[src/rtl/scc_pkg.sv]
// constants and types shared by the synchronous counter block
package scc_pkg;
    // counter geometry
    localparam int SCC_WIDTH = 4;
    localparam logic [3:0] SCC_MAX = 4'hF;
    localparam logic [3:0] SCC_RESET_VALUE = 4'h0;
    // register bus geometry
    localparam int SCC_ADDR_W = 4;
    localparam int SCC_DATA_W = 32;
    localparam int SCC_STRB_W = 4;
    // register byte offsets
    localparam logic [3:0] SCC_CTRL_OFFSET = 4'h0;
    localparam logic [3:0] SCC_STATUS_OFFSET = 4'h4;
    localparam logic [3:0] SCC_WRAPS_OFFSET = 4'h8;
    // control register fields
    localparam int SCC_CTRL_CLEAR_BIT = 0;
    localparam int SCC_CTRL_LOAD_BIT = 1;
    localparam int SCC_CTRL_GATE_P_BIT = 2;
    localparam int SCC_CTRL_GATE_T_BIT = 3;
    localparam int SCC_CTRL_VALUE_LSB = 4;
    localparam logic SCC_GATE_RESET = 1'b1;
    localparam logic [3:0] SCC_VALUE_RESET = 4'h0;
    // status register fields
    localparam int SCC_STAT_COUNT_LSB = 0;
    localparam int SCC_STAT_TC_BIT = 4;
    localparam int SCC_STAT_WRAP_BIT = 5;
    localparam int SCC_STAT_RUN_BIT = 6;
    // bus responses
    localparam logic [1:0] SCC_RESP_OKAY = 2'h0;
    localparam logic [1:0] SCC_RESP_SLVERR = 2'h2;
    // write channel states
    typedef enum logic {SCC_WR_IDLE, SCC_WR_RESP} scc_wr_state_t;
endpackage : scc_pkg

[src/rtl/scc_bit.sv]
// one stage of the synchronous counter
`timescale 1ns/1ps
module scc_bit #(
    parameter logic RESET_BIT = 1'b0
) (
    input wire logic clk_in,
    input wire logic rst_n_in,
    input wire logic clear_n_in,
    input wire logic load_n_in,
    input wire logic load_bit_in,
    input wire logic toggle_in,
    output logic q_out
);
    import scc_pkg::*;

    logic bit_q;

    // every stage sees the shared clock, so all stages settle on the same edge
    always_ff @(posedge clk_in or negedge rst_n_in) begin
        if (!rst_n_in) begin
            bit_q <= RESET_BIT;
        end else if (!clear_n_in) begin
            bit_q <= 1'b0;
        end else if (!load_n_in) begin
            bit_q <= load_bit_in;
        end else if (toggle_in) begin
            bit_q <= ~bit_q;
        end else begin
            bit_q <= bit_q;
        end
    end

    assign q_out = bit_q;
endmodule : scc_bit

[src/rtl/scc_axil.sv]
// register bus slave for the synchronous counter
`timescale 1ns/1ps
module scc_axil (
    input wire logic clk_in,
    input wire logic rst_n_in,
    input wire logic [scc_pkg::SCC_ADDR_W-1:0] awaddr_in,
    input wire logic awvalid_in,
    output logic awready_out,
    input wire logic [scc_pkg::SCC_DATA_W-1:0] wdata_in,
    input wire logic [scc_pkg::SCC_STRB_W-1:0] wstrb_in,
    input wire logic wvalid_in,
    output logic wready_out,
    output logic [1:0] bresp_out,
    output logic bvalid_out,
    input wire logic bready_in,
    input wire logic [scc_pkg::SCC_ADDR_W-1:0] araddr_in,
    input wire logic arvalid_in,
    output logic arready_out,
    output logic [scc_pkg::SCC_DATA_W-1:0] rdata_out,
    output logic [1:0] rresp_out,
    output logic rvalid_out,
    input wire logic rready_in,
    output logic wr_en_out,
    output logic [scc_pkg::SCC_ADDR_W-1:0] wr_addr_out,
    output logic [scc_pkg::SCC_DATA_W-1:0] wr_data_out,
    output logic [scc_pkg::SCC_STRB_W-1:0] wr_strb_out,
    input wire logic wr_err_in,
    output logic [scc_pkg::SCC_ADDR_W-1:0] rd_addr_out,
    input wire logic [scc_pkg::SCC_DATA_W-1:0] rd_data_in,
    input wire logic rd_err_in
);
    import scc_pkg::*;

    scc_wr_state_t wr_state_q;
    logic aw_held_q;
    logic w_held_q;
    logic [SCC_ADDR_W-1:0] addr_q;
    logic [SCC_DATA_W-1:0] data_q;
    logic [SCC_STRB_W-1:0] strb_q;
    logic [1:0] bresp_q;
    logic rvalid_q;
    logic [SCC_DATA_W-1:0] rdata_q;
    logic [1:0] rresp_q;

    // address and data may arrive in either order; each is held until both are in
    assign awready_out = !aw_held_q && (wr_state_q == SCC_WR_IDLE);
    assign wready_out = !w_held_q && (wr_state_q == SCC_WR_IDLE);
    assign wr_en_out = aw_held_q && w_held_q && (wr_state_q == SCC_WR_IDLE);
    assign wr_addr_out = addr_q;
    assign wr_data_out = data_q;
    assign wr_strb_out = strb_q;
    assign bvalid_out = (wr_state_q == SCC_WR_RESP);
    assign bresp_out = bresp_q;

    always_ff @(posedge clk_in or negedge rst_n_in) begin
        if (!rst_n_in) begin
            aw_held_q <= 1'b0;
            addr_q <= '0;
        end else if (awvalid_in && awready_out) begin
            aw_held_q <= 1'b1;
            addr_q <= awaddr_in;
        end else if (wr_en_out) begin
            aw_held_q <= 1'b0;
        end
    end

    always_ff @(posedge clk_in or negedge rst_n_in) begin
        if (!rst_n_in) begin
            w_held_q <= 1'b0;
            data_q <= '0;
            strb_q <= '0;
        end else if (wvalid_in && wready_out) begin
            w_held_q <= 1'b1;
            data_q <= wdata_in;
            strb_q <= wstrb_in;
        end else if (wr_en_out) begin
            w_held_q <= 1'b0;
        end
    end

    always_ff @(posedge clk_in or negedge rst_n_in) begin
        if (!rst_n_in) begin
            wr_state_q <= SCC_WR_IDLE;
            bresp_q <= SCC_RESP_OKAY;
        end else begin
            case (wr_state_q)
                SCC_WR_IDLE: begin
                    if (wr_en_out) begin
                        wr_state_q <= SCC_WR_RESP;
                        bresp_q <= wr_err_in ? SCC_RESP_SLVERR : SCC_RESP_OKAY;
                    end
                end
                SCC_WR_RESP: begin
                    if (bready_in) begin
                        wr_state_q <= SCC_WR_IDLE;
                    end
                end
                default: begin
                    wr_state_q <= SCC_WR_IDLE;
                end
            endcase
        end
    end

    // reads have no side effects, so data is sampled straight from the decode
    assign arready_out = !rvalid_q;
    assign rd_addr_out = araddr_in;
    assign rvalid_out = rvalid_q;
    assign rdata_out = rdata_q;
    assign rresp_out = rresp_q;

    always_ff @(posedge clk_in or negedge rst_n_in) begin
        if (!rst_n_in) begin
            rvalid_q <= 1'b0;
            rdata_q <= '0;
            rresp_q <= SCC_RESP_OKAY;
        end else if (arvalid_in && arready_out) begin
            rvalid_q <= 1'b1;
            rdata_q <= rd_data_in;
            rresp_q <= rd_err_in ? SCC_RESP_SLVERR : SCC_RESP_OKAY;
        end else if (rready_in) begin
            rvalid_q <= 1'b0;
        end
    end
endmodule : scc_axil

[src/rtl/scc_counter.sv]
// four-bit synchronous counter with clear, load, two count enables and carry out
`timescale 1ns/1ps
////////////////////////////////////////////////////////////////////////////////
// Overview of operation
// - the counter is four bits, all stages clocked by one rising clock edge.
// - all stages change together, driven by the common clock, not by stages.
// - clear low at a rising edge zeroes every count bit at that edge only.
// - clear overrides load, counting and holding whatever the other inputs do.
// - with clear high and load low, the load value is taken at the next edge.
// - count up by one only with both enables high and no load or clear.
// - terminal carry is high while the count is fifteen and the gated trickle enable is high.
////////////////////////////////////////////////////////////////////////////////
module scc_counter #(
    parameter int WRAP_W = 16
) (
    input wire logic CORE_CLK_IN,
    input wire logic RESETN_IN,
    input wire logic SYNC_CLEAR_N_IN,
    input wire logic LOAD_ENABLE_N_IN,
    input wire logic COUNT_ENABLE_P_IN,
    input wire logic COUNT_ENABLE_T_IN,
    input wire logic [scc_pkg::SCC_WIDTH-1:0] LOAD_VALUE_IN,
    output logic [scc_pkg::SCC_WIDTH-1:0] COUNT_VALUE_OUT,
    output logic TERMINAL_CARRY_OUT,
    input wire logic [scc_pkg::SCC_ADDR_W-1:0] S_AXI_AWADDR_IN,
    input wire logic [2:0] S_AXI_AWPROT_IN,
    input wire logic S_AXI_AWVALID_IN,
    output logic S_AXI_AWREADY_OUT,
    input wire logic [scc_pkg::SCC_DATA_W-1:0] S_AXI_WDATA_IN,
    input wire logic [scc_pkg::SCC_STRB_W-1:0] S_AXI_WSTRB_IN,
    input wire logic S_AXI_WVALID_IN,
    output logic S_AXI_WREADY_OUT,
    output logic [1:0] S_AXI_BRESP_OUT,
    output logic S_AXI_BVALID_OUT,
    input wire logic S_AXI_BREADY_IN,
    input wire logic [scc_pkg::SCC_ADDR_W-1:0] S_AXI_ARADDR_IN,
    input wire logic [2:0] S_AXI_ARPROT_IN,
    input wire logic S_AXI_ARVALID_IN,
    output logic S_AXI_ARREADY_OUT,
    output logic [scc_pkg::SCC_DATA_W-1:0] S_AXI_RDATA_OUT,
    output logic [1:0] S_AXI_RRESP_OUT,
    output logic S_AXI_RVALID_OUT,
    input wire logic S_AXI_RREADY_IN
);
    import scc_pkg::*;

    ////////////////////////////////////////////////////////////////////////////
    // declarations
    logic [SCC_WIDTH-1:0] count_q;
    logic [SCC_WIDTH:0] carry_chain;
    logic clear_n_eff;
    logic load_n_eff;
    logic [SCC_WIDTH-1:0] load_val_eff;
    logic enable_p_eff;
    logic enable_t_eff;
    logic count_now;
    logic wrap_evt;
    logic sw_clear_q;
    logic sw_load_q;
    logic gate_p_q;
    logic gate_t_q;
    logic [SCC_WIDTH-1:0] sw_value_q;
    logic wrap_seen_q;
    logic [WRAP_W-1:0] wraps_q;
    logic wr_en;
    logic [SCC_ADDR_W-1:0] wr_addr;
    logic [SCC_DATA_W-1:0] wr_data;
    logic [SCC_STRB_W-1:0] wr_strb;
    logic wr_err;
    logic [SCC_ADDR_W-1:0] rd_addr;
    logic [SCC_DATA_W-1:0] rd_data;
    logic rd_err;
    logic wr_ctrl;
    logic wr_status;
    logic wr_wraps;

    ////////////////////////////////////////////////////////////////////////////
    // control merge: pins and software strobes share one path
    // a software strobe lasts one cycle and acts on the edge that ends it
    assign clear_n_eff = SYNC_CLEAR_N_IN && !sw_clear_q;
    assign load_n_eff = LOAD_ENABLE_N_IN && !sw_load_q;
    // pin load wins over a software load arriving in the same cycle
    assign load_val_eff = !LOAD_ENABLE_N_IN ? LOAD_VALUE_IN : sw_value_q;
    assign enable_p_eff = COUNT_ENABLE_P_IN && gate_p_q;
    assign enable_t_eff = COUNT_ENABLE_T_IN && gate_t_q;
    assign count_now = enable_p_eff && enable_t_eff;

    ////////////////////////////////////////////////////////////////////////////
    // counter stages
    // the toggle chain is combinational, so a bit flips only when all lower
    // bits are one; no stage is clocked from another stage's output
    assign carry_chain[0] = count_now;

    for (genvar i = 0; i < SCC_WIDTH; i++) begin : g_stage
        assign carry_chain[i+1] = carry_chain[i] && count_q[i];

        scc_bit #(
            .RESET_BIT(SCC_RESET_VALUE[i])
        ) u_bit (
            .clk_in(CORE_CLK_IN),
            .rst_n_in(RESETN_IN),
            .clear_n_in(clear_n_eff),
            .load_n_in(load_n_eff),
            .load_bit_in(load_val_eff[i]),
            .toggle_in(carry_chain[i]),
            .q_out(count_q[i])
        );
    end

    // a wrap only counts when the increment really happens
    assign wrap_evt = carry_chain[SCC_WIDTH] && clear_n_eff && load_n_eff;

    assign COUNT_VALUE_OUT = count_q;
    // carry out follows the trickle enable without a clock, as a cascade needs
    assign TERMINAL_CARRY_OUT = enable_t_eff && (count_q == SCC_MAX);

    ////////////////////////////////////////////////////////////////////////////
    // register bus
    scc_axil u_axil (
        .clk_in(CORE_CLK_IN),
        .rst_n_in(RESETN_IN),
        .awaddr_in(S_AXI_AWADDR_IN),
        .awvalid_in(S_AXI_AWVALID_IN),
        .awready_out(S_AXI_AWREADY_OUT),
        .wdata_in(S_AXI_WDATA_IN),
        .wstrb_in(S_AXI_WSTRB_IN),
        .wvalid_in(S_AXI_WVALID_IN),
        .wready_out(S_AXI_WREADY_OUT),
        .bresp_out(S_AXI_BRESP_OUT),
        .bvalid_out(S_AXI_BVALID_OUT),
        .bready_in(S_AXI_BREADY_IN),
        .araddr_in(S_AXI_ARADDR_IN),
        .arvalid_in(S_AXI_ARVALID_IN),
        .arready_out(S_AXI_ARREADY_OUT),
        .rdata_out(S_AXI_RDATA_OUT),
        .rresp_out(S_AXI_RRESP_OUT),
        .rvalid_out(S_AXI_RVALID_OUT),
        .rready_in(S_AXI_RREADY_IN),
        .wr_en_out(wr_en),
        .wr_addr_out(wr_addr),
        .wr_data_out(wr_data),
        .wr_strb_out(wr_strb),
        .wr_err_in(wr_err),
        .rd_addr_out(rd_addr),
        .rd_data_in(rd_data),
        .rd_err_in(rd_err)
    );

    // protection bits carry no meaning here
    assign wr_ctrl = wr_en && (wr_addr == SCC_CTRL_OFFSET) && wr_strb[0];
    assign wr_status = wr_en && (wr_addr == SCC_STATUS_OFFSET) && wr_strb[0];
    assign wr_wraps = wr_en && (wr_addr == SCC_WRAPS_OFFSET);
    assign wr_err = (wr_addr != SCC_CTRL_OFFSET) && (wr_addr != SCC_STATUS_OFFSET) &&
                    (wr_addr != SCC_WRAPS_OFFSET);

    always_comb begin
        rd_data = '0;
        rd_err = 1'b0;
        case (rd_addr)
            SCC_CTRL_OFFSET: begin
                rd_data[SCC_CTRL_GATE_P_BIT] = gate_p_q;
                rd_data[SCC_CTRL_GATE_T_BIT] = gate_t_q;
                rd_data[SCC_CTRL_VALUE_LSB +: SCC_WIDTH] = sw_value_q;
            end
            SCC_STATUS_OFFSET: begin
                rd_data[SCC_STAT_COUNT_LSB +: SCC_WIDTH] = count_q;
                rd_data[SCC_STAT_TC_BIT] = TERMINAL_CARRY_OUT;
                rd_data[SCC_STAT_WRAP_BIT] = wrap_seen_q;
                rd_data[SCC_STAT_RUN_BIT] = count_now;
            end
            SCC_WRAPS_OFFSET: begin
                rd_data[WRAP_W-1:0] = wraps_q;
            end
            default: begin
                rd_err = 1'b1;
            end
        endcase
    end

    ////////////////////////////////////////////////////////////////////////////
    // control register
    always_ff @(posedge CORE_CLK_IN or negedge RESETN_IN) begin
        if (!RESETN_IN) begin
            gate_p_q <= SCC_GATE_RESET;
            gate_t_q <= SCC_GATE_RESET;
            sw_value_q <= SCC_VALUE_RESET;
        end else if (wr_ctrl) begin
            gate_p_q <= wr_data[SCC_CTRL_GATE_P_BIT];
            gate_t_q <= wr_data[SCC_CTRL_GATE_T_BIT];
            sw_value_q <= wr_data[SCC_CTRL_VALUE_LSB +: SCC_WIDTH];
        end
    end

    // strobe bits never store; they fire once per write
    always_ff @(posedge CORE_CLK_IN or negedge RESETN_IN) begin
        if (!RESETN_IN) begin
            sw_clear_q <= 1'b0;
            sw_load_q <= 1'b0;
        end else begin
            sw_clear_q <= wr_ctrl && wr_data[SCC_CTRL_CLEAR_BIT];
            sw_load_q <= wr_ctrl && wr_data[SCC_CTRL_LOAD_BIT];
        end
    end

    ////////////////////////////////////////////////////////////////////////////
    // wrap bookkeeping: a wrap in the cycle of a clear or load does not count
    always_ff @(posedge CORE_CLK_IN or negedge RESETN_IN) begin
        if (!RESETN_IN) begin
            wrap_seen_q <= 1'b0;
        end else if (wrap_evt) begin
            wrap_seen_q <= 1'b1;
        end else if (wr_status && wr_data[SCC_STAT_WRAP_BIT]) begin
            wrap_seen_q <= 1'b0;
        end
    end

    always_ff @(posedge CORE_CLK_IN or negedge RESETN_IN) begin
        if (!RESETN_IN) begin
            wraps_q <= '0;
        end else if (wr_wraps) begin
            wraps_q <= WRAP_W'(wrap_evt);
        end else if (wrap_evt) begin
            wraps_q <= wraps_q + 1'b1;
        end
    end
endmodule : scc_counter

[config.mk]
export PLATFORM = sky130hd
export DESIGN_NAME = scc_counter
export DESIGN_NICKNAME = d
export VERILOG_FILES = /design/src/rtl/scc_pkg.sv /design/src/rtl/scc_bit.sv /design/src/rtl/scc_axil.sv /design/src/rtl/scc_counter.sv
export SDC_FILE = /design/constraint.sdc
export NUM_CORES = 1
export LEC_CHECK = 0
export ABC_AREA = 0
export BUFFER_PORTS_ARGS = -buffer_cell sky130_fd_sc_hd__buf_2
export CORE_UTILIZATION = 50
export DETAILED_ROUTE_END_ITERATION = 10
export GPL_TIMING_DRIVEN = 0
export HOLD_SLACK_MARGIN = 0.06
export PLACE_DENSITY = 0.8
export SLEW_MARGIN = 20
export SYNTH_ARGS = -nofsm -noshare
export SYNTH_HDL_FRONTEND = slang
export SYNTH_SLANG_ARGS = --single-unit
[constraint.sdc]
create_clock -name CORE_CLK_IN -period 2.5 [get_ports CORE_CLK_IN]
set_input_delay 0.75 -clock CORE_CLK_IN [delete_from_list [all_inputs] [get_ports CORE_CLK_IN]]
set_output_delay 0.75 -clock CORE_CLK_IN [all_outputs]
set_load 0.01 [all_outputs]
## Yosys cells after proc, flatten, opt, wreduce, memory -nomap -nowiden

Cells that the tools add are included.

- $add $sub $neg: 1
- $mul: 0
- Div/mod/pow operators: 0
- $lt $le $gt $ge: 0
- Equality and inequality tests: 11
- Shifts and indexed selects: 0
- Multiplexer cells: 31
- Bitwise operators: 5
- Reduce and logical (&&, ||, !) cells: 44

Operator list:

| operator | number |
|---|---|
| 2-to-1 mux 16 bit | 2 |
| logical AND 1 bit | 29 |
| 2-to-1 mux 1 bit | 21 |
| adder 16 x 1 -> 16 bit, second input constant | 1 |
| one-hot mux 5 bit (3 select lines) | 1 |
| equality test 4 bit, second input constant | 3 |
| nonzero test 2 bit | 5 |
| inequality test 3 x 2 -> 1 bit, second input constant | 3 |
| equality test 4 x 3 -> 1 bit, second input constant | 2 |
| logical NOT 4 bit | 2 |
| 2-to-1 mux 8 bit | 1 |
| logical NOT 1 bit | 5 |
| inverter 1 bit | 5 |
| 2-to-1 mux 2 bit | 2 |
| 2-to-1 mux 4 bit | 1 |
| inequality test 4 x 3 -> 1 bit, second input constant | 1 |
| inequality test 4 bit, second input constant | 1 |
| one-hot mux 1 bit (2 select lines) | 2 |
| one-hot mux 2 bit (2 select lines) | 1 |
| nonzero test 4 bit | 1 |
| inequality test 3 bit, second input constant | 1 |
| OR reduction 3 bit | 1 |
| AND reduction 2 bit | 1 |

- Register bits after elaboration: 66
- Latch bits: 0
- Memory bits (writable): 0
- Memory bits (read-only): 0
- Input bits: 65
- Output and inout bits: 46
- Word-level logic and storage cells: 113
- Memories kept: 0

## Depth between registers and ports, before layout

- Word-level depth: 10
- Mapped depth: 6
- Mapped depth without buffers: 5

## By module

A second synthesis with hierarchy kept.

- Cells, all modules: 359
- Area, all modules: 4733.3 µm²

By module, submodules not included:

| module | times used | cells an instance | area an instance (µm²) | seq. area each (µm²) |
|---|---|---|---|---|
| scc_axil | 1 | 182 | 3015.4 | 1951.9 |
| scc_counter | 1 | 161 | 1542.7 | 628.1 |
| scc_bit | 4 | 4 | 43.8 | 25.0 |

## Worst setup path before layout

Ideal clock, no wire load.

- Path kind: input port to flip-flop
- From: input port LOAD_ENABLE_N_IN
- To: register wraps_q[10]
- Setup time: 0.078 ns
- Arrival time: 2.227 ns
- Required time: 2.422 ns
- Slack: 0.195 ns
- Stages: 6
- Path buffers: 2
- Cell sequence: buf_4 nand4b_1 or4_4 buf_6 or4_1 a21oi_1

- Longest elaborated chain between the ends: 3

RTL lines:

| element | RTL line | source |
|---|---|---|
| from (decl) | scc_counter.sv:19 | `input wire logic LOAD_ENABLE_N_IN,` |
| logical AND 1 bit | scc_counter.sv:81 | `assign load_n_eff = LOAD_ENABLE_N_IN && !sw_load_q;` |
| logical AND 1 bit | scc_counter.sv:111 | `assign wrap_evt = carry_chain[SCC_WIDTH] && clear_n_eff && load_n_eff;` |
| nonzero test 2 bit (no source line) | -- |  |
| to (signal assigned) | scc_counter.sv:221 | `wraps_q <= WRAP_W'(wrap_evt);` |
| to (signal assigned) | scc_counter.sv:223 | `wraps_q <= wraps_q + 1'b1;` |
| to (decl) | scc_counter.sv:64 | `logic [WRAP_W-1:0] wraps_q;` |

Every way passes these cells.
A chain may end at the register's enable or synchronous reset.

## Worst setup path in the final report

- From: register gate_t_q
- To: register wraps_q[5]

- Longest elaborated chain between the ends: 9

RTL lines:

| element | RTL line | source |
|---|---|---|
| from (decl) | scc_counter.sv:61 | `logic gate_t_q;` |
| from (signal assigned) | scc_counter.sv:189 | `gate_t_q <= wr_data[SCC_CTRL_GATE_T_BIT];` |
| logical AND 1 bit | scc_counter.sv:85 | `assign enable_t_eff = COUNT_ENABLE_T_IN && gate_t_q;` |
| logical AND 1 bit | scc_counter.sv:86 | `assign count_now = enable_p_eff && enable_t_eff;` |
| logical AND 1 bit (4 in series) | scc_counter.sv:95 | `assign carry_chain[i+1] = carry_chain[i] && count_q[i];` |
| logical AND 1 bit (2 in series) | scc_counter.sv:111 |  |
| nonzero test 2 bit (no source line) | -- |  |

Every way passes these cells.

==> reports/results.ini <==
[clocking]
path_clk_slew_ps = 70
tritoncts = built
cts_resized = 0
htreeDepth = 3
numCtsBuffers = 9
numClockSinks = 64
cts_buffer_depth = 2
insertion_delay_ps = 340
cts_root_buf = clkbuf_8
holdBufCountCts = 0
cts_setup_buffers = 0

[sta]
fin_tns_setup_ps = 0
drv_slew = 0
hold_viol = 0
rsz0062_at_grt = no
slew_headroom = 0.352
period_share = 0.893
skew_ps = 7.81
fin_crit_ps = 2230
fmaxAchievable_mhz = 448
tightestPinTransition_ps = 963
setup_violations = 0
fin_hold_ws_ps = 461

[critical_path]
crit_buf_inv = 1
crit_path_start_kind = flip-flop
critPathRequiredTime_ps = 2760
cp_max_fo = 10
cp.arrival_ps = 2490
ff2ff_setup_slack_ps = 270
worstSetupPathType = reg -> reg
critical_path.top_delay_family = simple AND/OR/NAND/NOR gates
cpMaxStageDelayCell = or4_1
crit_chain = nand4_2, or4_1, clkbuf_1, or3_1, a21oi_1
cp-end-kind = flip-flop
max_stage_delay_ps = 650

[grt]
grt_max_degree = 65
grt_pass1_wl_microns = 10400
grtUsageTotal = 0.212
antenna_found_initial = 0
grt_overflow = 0
grt_pass1_vias = 2230

[yosys]
syn_avg_cell_area_sq_um = 10.3
yosysWarnings = 0
ys_seq_elements = 64
ys_types = 45
async_flop_share = 1.00
synth_edf_count = 0
seq_area_frac_synth = 0.513
syn_inst = 305
synthFlopType = dfrtp_1
syn_area_sq_um = 3130

[floorplan]
dieArea_sq_um = 6580
ios = 111
die_x_microns = 81.1
core-area_sq_um = 5990
die_h_microns = 81.1
initial_core_util = 0.522
row_count = 28

[layout]
area_growth_syn_to_layout_pct = 20.8
instances_no_fill = 470
drive_gt1_frac = 0.311
diodes = 0
final_util = 0.631
nets = 456

[drt]
wl_per_cell_microns = 13.5
antenna_left = 0
post-route-drc-count = 0
via_per_inst = 5.31
dr.pass1.iters = 4
wirelength_microns = 6340
vias = 2496
drt_iter0_markers = 178

[pwr]
total_power_mw = 3.06
vdd_drop_max_v = 0.000531
power.leakage_nw = 1.82
p_per_area_nw_per_um2 = 810

[placement]
hpwl_microns = 4630
placed_cells = 454
portBuffers = 57
gp_congestion = 0.828

[job]
max-cap-violations = 0

[hold_path]
min_path_type = reg -> reg

[run_status]
status = finished clean

[layout by cell type, fill, tap and decap left out, types with 2 or more instances in the layout]
cell type and n:
a211oi_1 4, a21o_1 3, a21oi_1 17, a22oi_1 3, a32oi_1 4, and2_1 4, and4_1 2, buf_2 56
buf_4 24, bufinv_16 2, clkbuf_1 12, clkbuf_8 9, clkinv_2 2, conb_1 18, dfrtp_1 62, dfstp_2 2
inv_1 7, mux2_2 22, mux2i_1 2, nand2_1 35, nand2b_1 4, nand3_1 16, nand4_1 3, nand4b_1 3
nor2_1 13, nor2b_1 5, nor3_1 5, o21ai_0 19, o31ai_1 5, or3_1 7, or4_1 6, xnor2_1 2
[final cells by class]
cell class	instances	area, sq um
fill	514	2210
sequential	64	1600
multi-input combinational	218	1340
timing repair buffer	57	288
buffer	33	218
clock buffer	12	135
tap	75	93.8
clock inverter	4	70.1
inverter	7	26.3
[synth_stat cells (all sizes together) (2+ instances only)]
cell,instances,share of area
nor2,13,0.016
mux2i,2,0.0064
nor3,5,0.0080
xnor2,2,0.0056
nand4b,3,0.0084
nand4,4,0.010
or3,7,0.014
o31ai,5,0.012
nand2b,4,0.0080
inv,7,0.0084
a21o,3,0.0072
a211oi,4,0.0096
a22oi,3,0.0072
a21oi,17,0.027
buf,24,0.059
or4,7,0.018
nand3,16,0.026
dfrtp,62,0.50
dfstp,2,0.017
and4,2,0.0056
a32oi,4,0.011
nor2b,5,0.010
and2,4,0.0080
o21ai,19,0.030
clkbuf,9,0.011
nand2,36,0.044
mux2,22,0.079
[flip-flops by register name (all words and copies together), names as in the netlist, 4 cells and up]
signal	flops
u_axil.wr_addr_out	4
wraps_q	16
sw_value_q	4
u_axil.rdata_out	16
g_stage.u_bit.q_out	4
u_axil.wr_data_out	8
[worst reg2reg max path, cell delays in order, from the launching register on]
cell	delay [ps]
dfstp_2	580
nand4_2	160
or4_1	650
clkbuf_1	260
or3_1	360
a21oi_1	150
[per-layer routing]
metal	track usage	up-vias	share of wire
met5	0	-	0
met4	0.0821	0	0.0066
met3	0.0562	5	0.057
met2	0.332	78	0.47
met1	0.280	1187	0.46
li1	-	1226	-
[report_power, final]
part | leakage, nW | switching [mW] | internal (mW) | total, mW
clock network | 0.104 | 0.385 | 0.560 | 0.945
logic | 0.888 | 0.289 | 0.342 | 0.631
registers | 0.826 | 0.207 | 1.28 | 1.49
total | 1.82 | 0.881 | 2.18 | 3.06
[logic make-up after synthesis]
kind of cell | after synthesis | share of synthesized area
other cells | 1 | 0.00120
buf+inv | 40 | 0.0780
mux | 24 | 0.0856
compound gates | 60 | 0.118
xor+xnor | 2 | 0.00560
fa+ha+maj | 1 | 0.00400
simple gates | 113 | 0.195
flops | 64 | 0.513
[worst paths after layout]
kind                                       from               endpoint  cells past startpoint
max                                    gate_t_q             wraps_q[5]                      5
max in group asynchronous             RESETN_IN  u_axil.wr_data_out[3]                      1
min reg2reg                u_axil.rdata_out[13]   u_axil.rdata_out[13]                      2
min in group asynchronous             RESETN_IN      u_axil.bvalid_out                      1
min                        u_axil.rdata_out[13]   u_axil.rdata_out[13]                      2
max reg2reg                            gate_t_q             wraps_q[5]                      5
[stage by stage]
step           worst slack [ps]  instance area (sq um)
2_1_floorplan               195                   3190
3_3_place_gp               31.6                   3570
3_5_place_dp              -22.7                   3570
4_1_cts                     269                   3780
5_1_grt                     180                   3780
6_report                    267                   3780
Note: power is estimated with default switching activity, not from simulation.
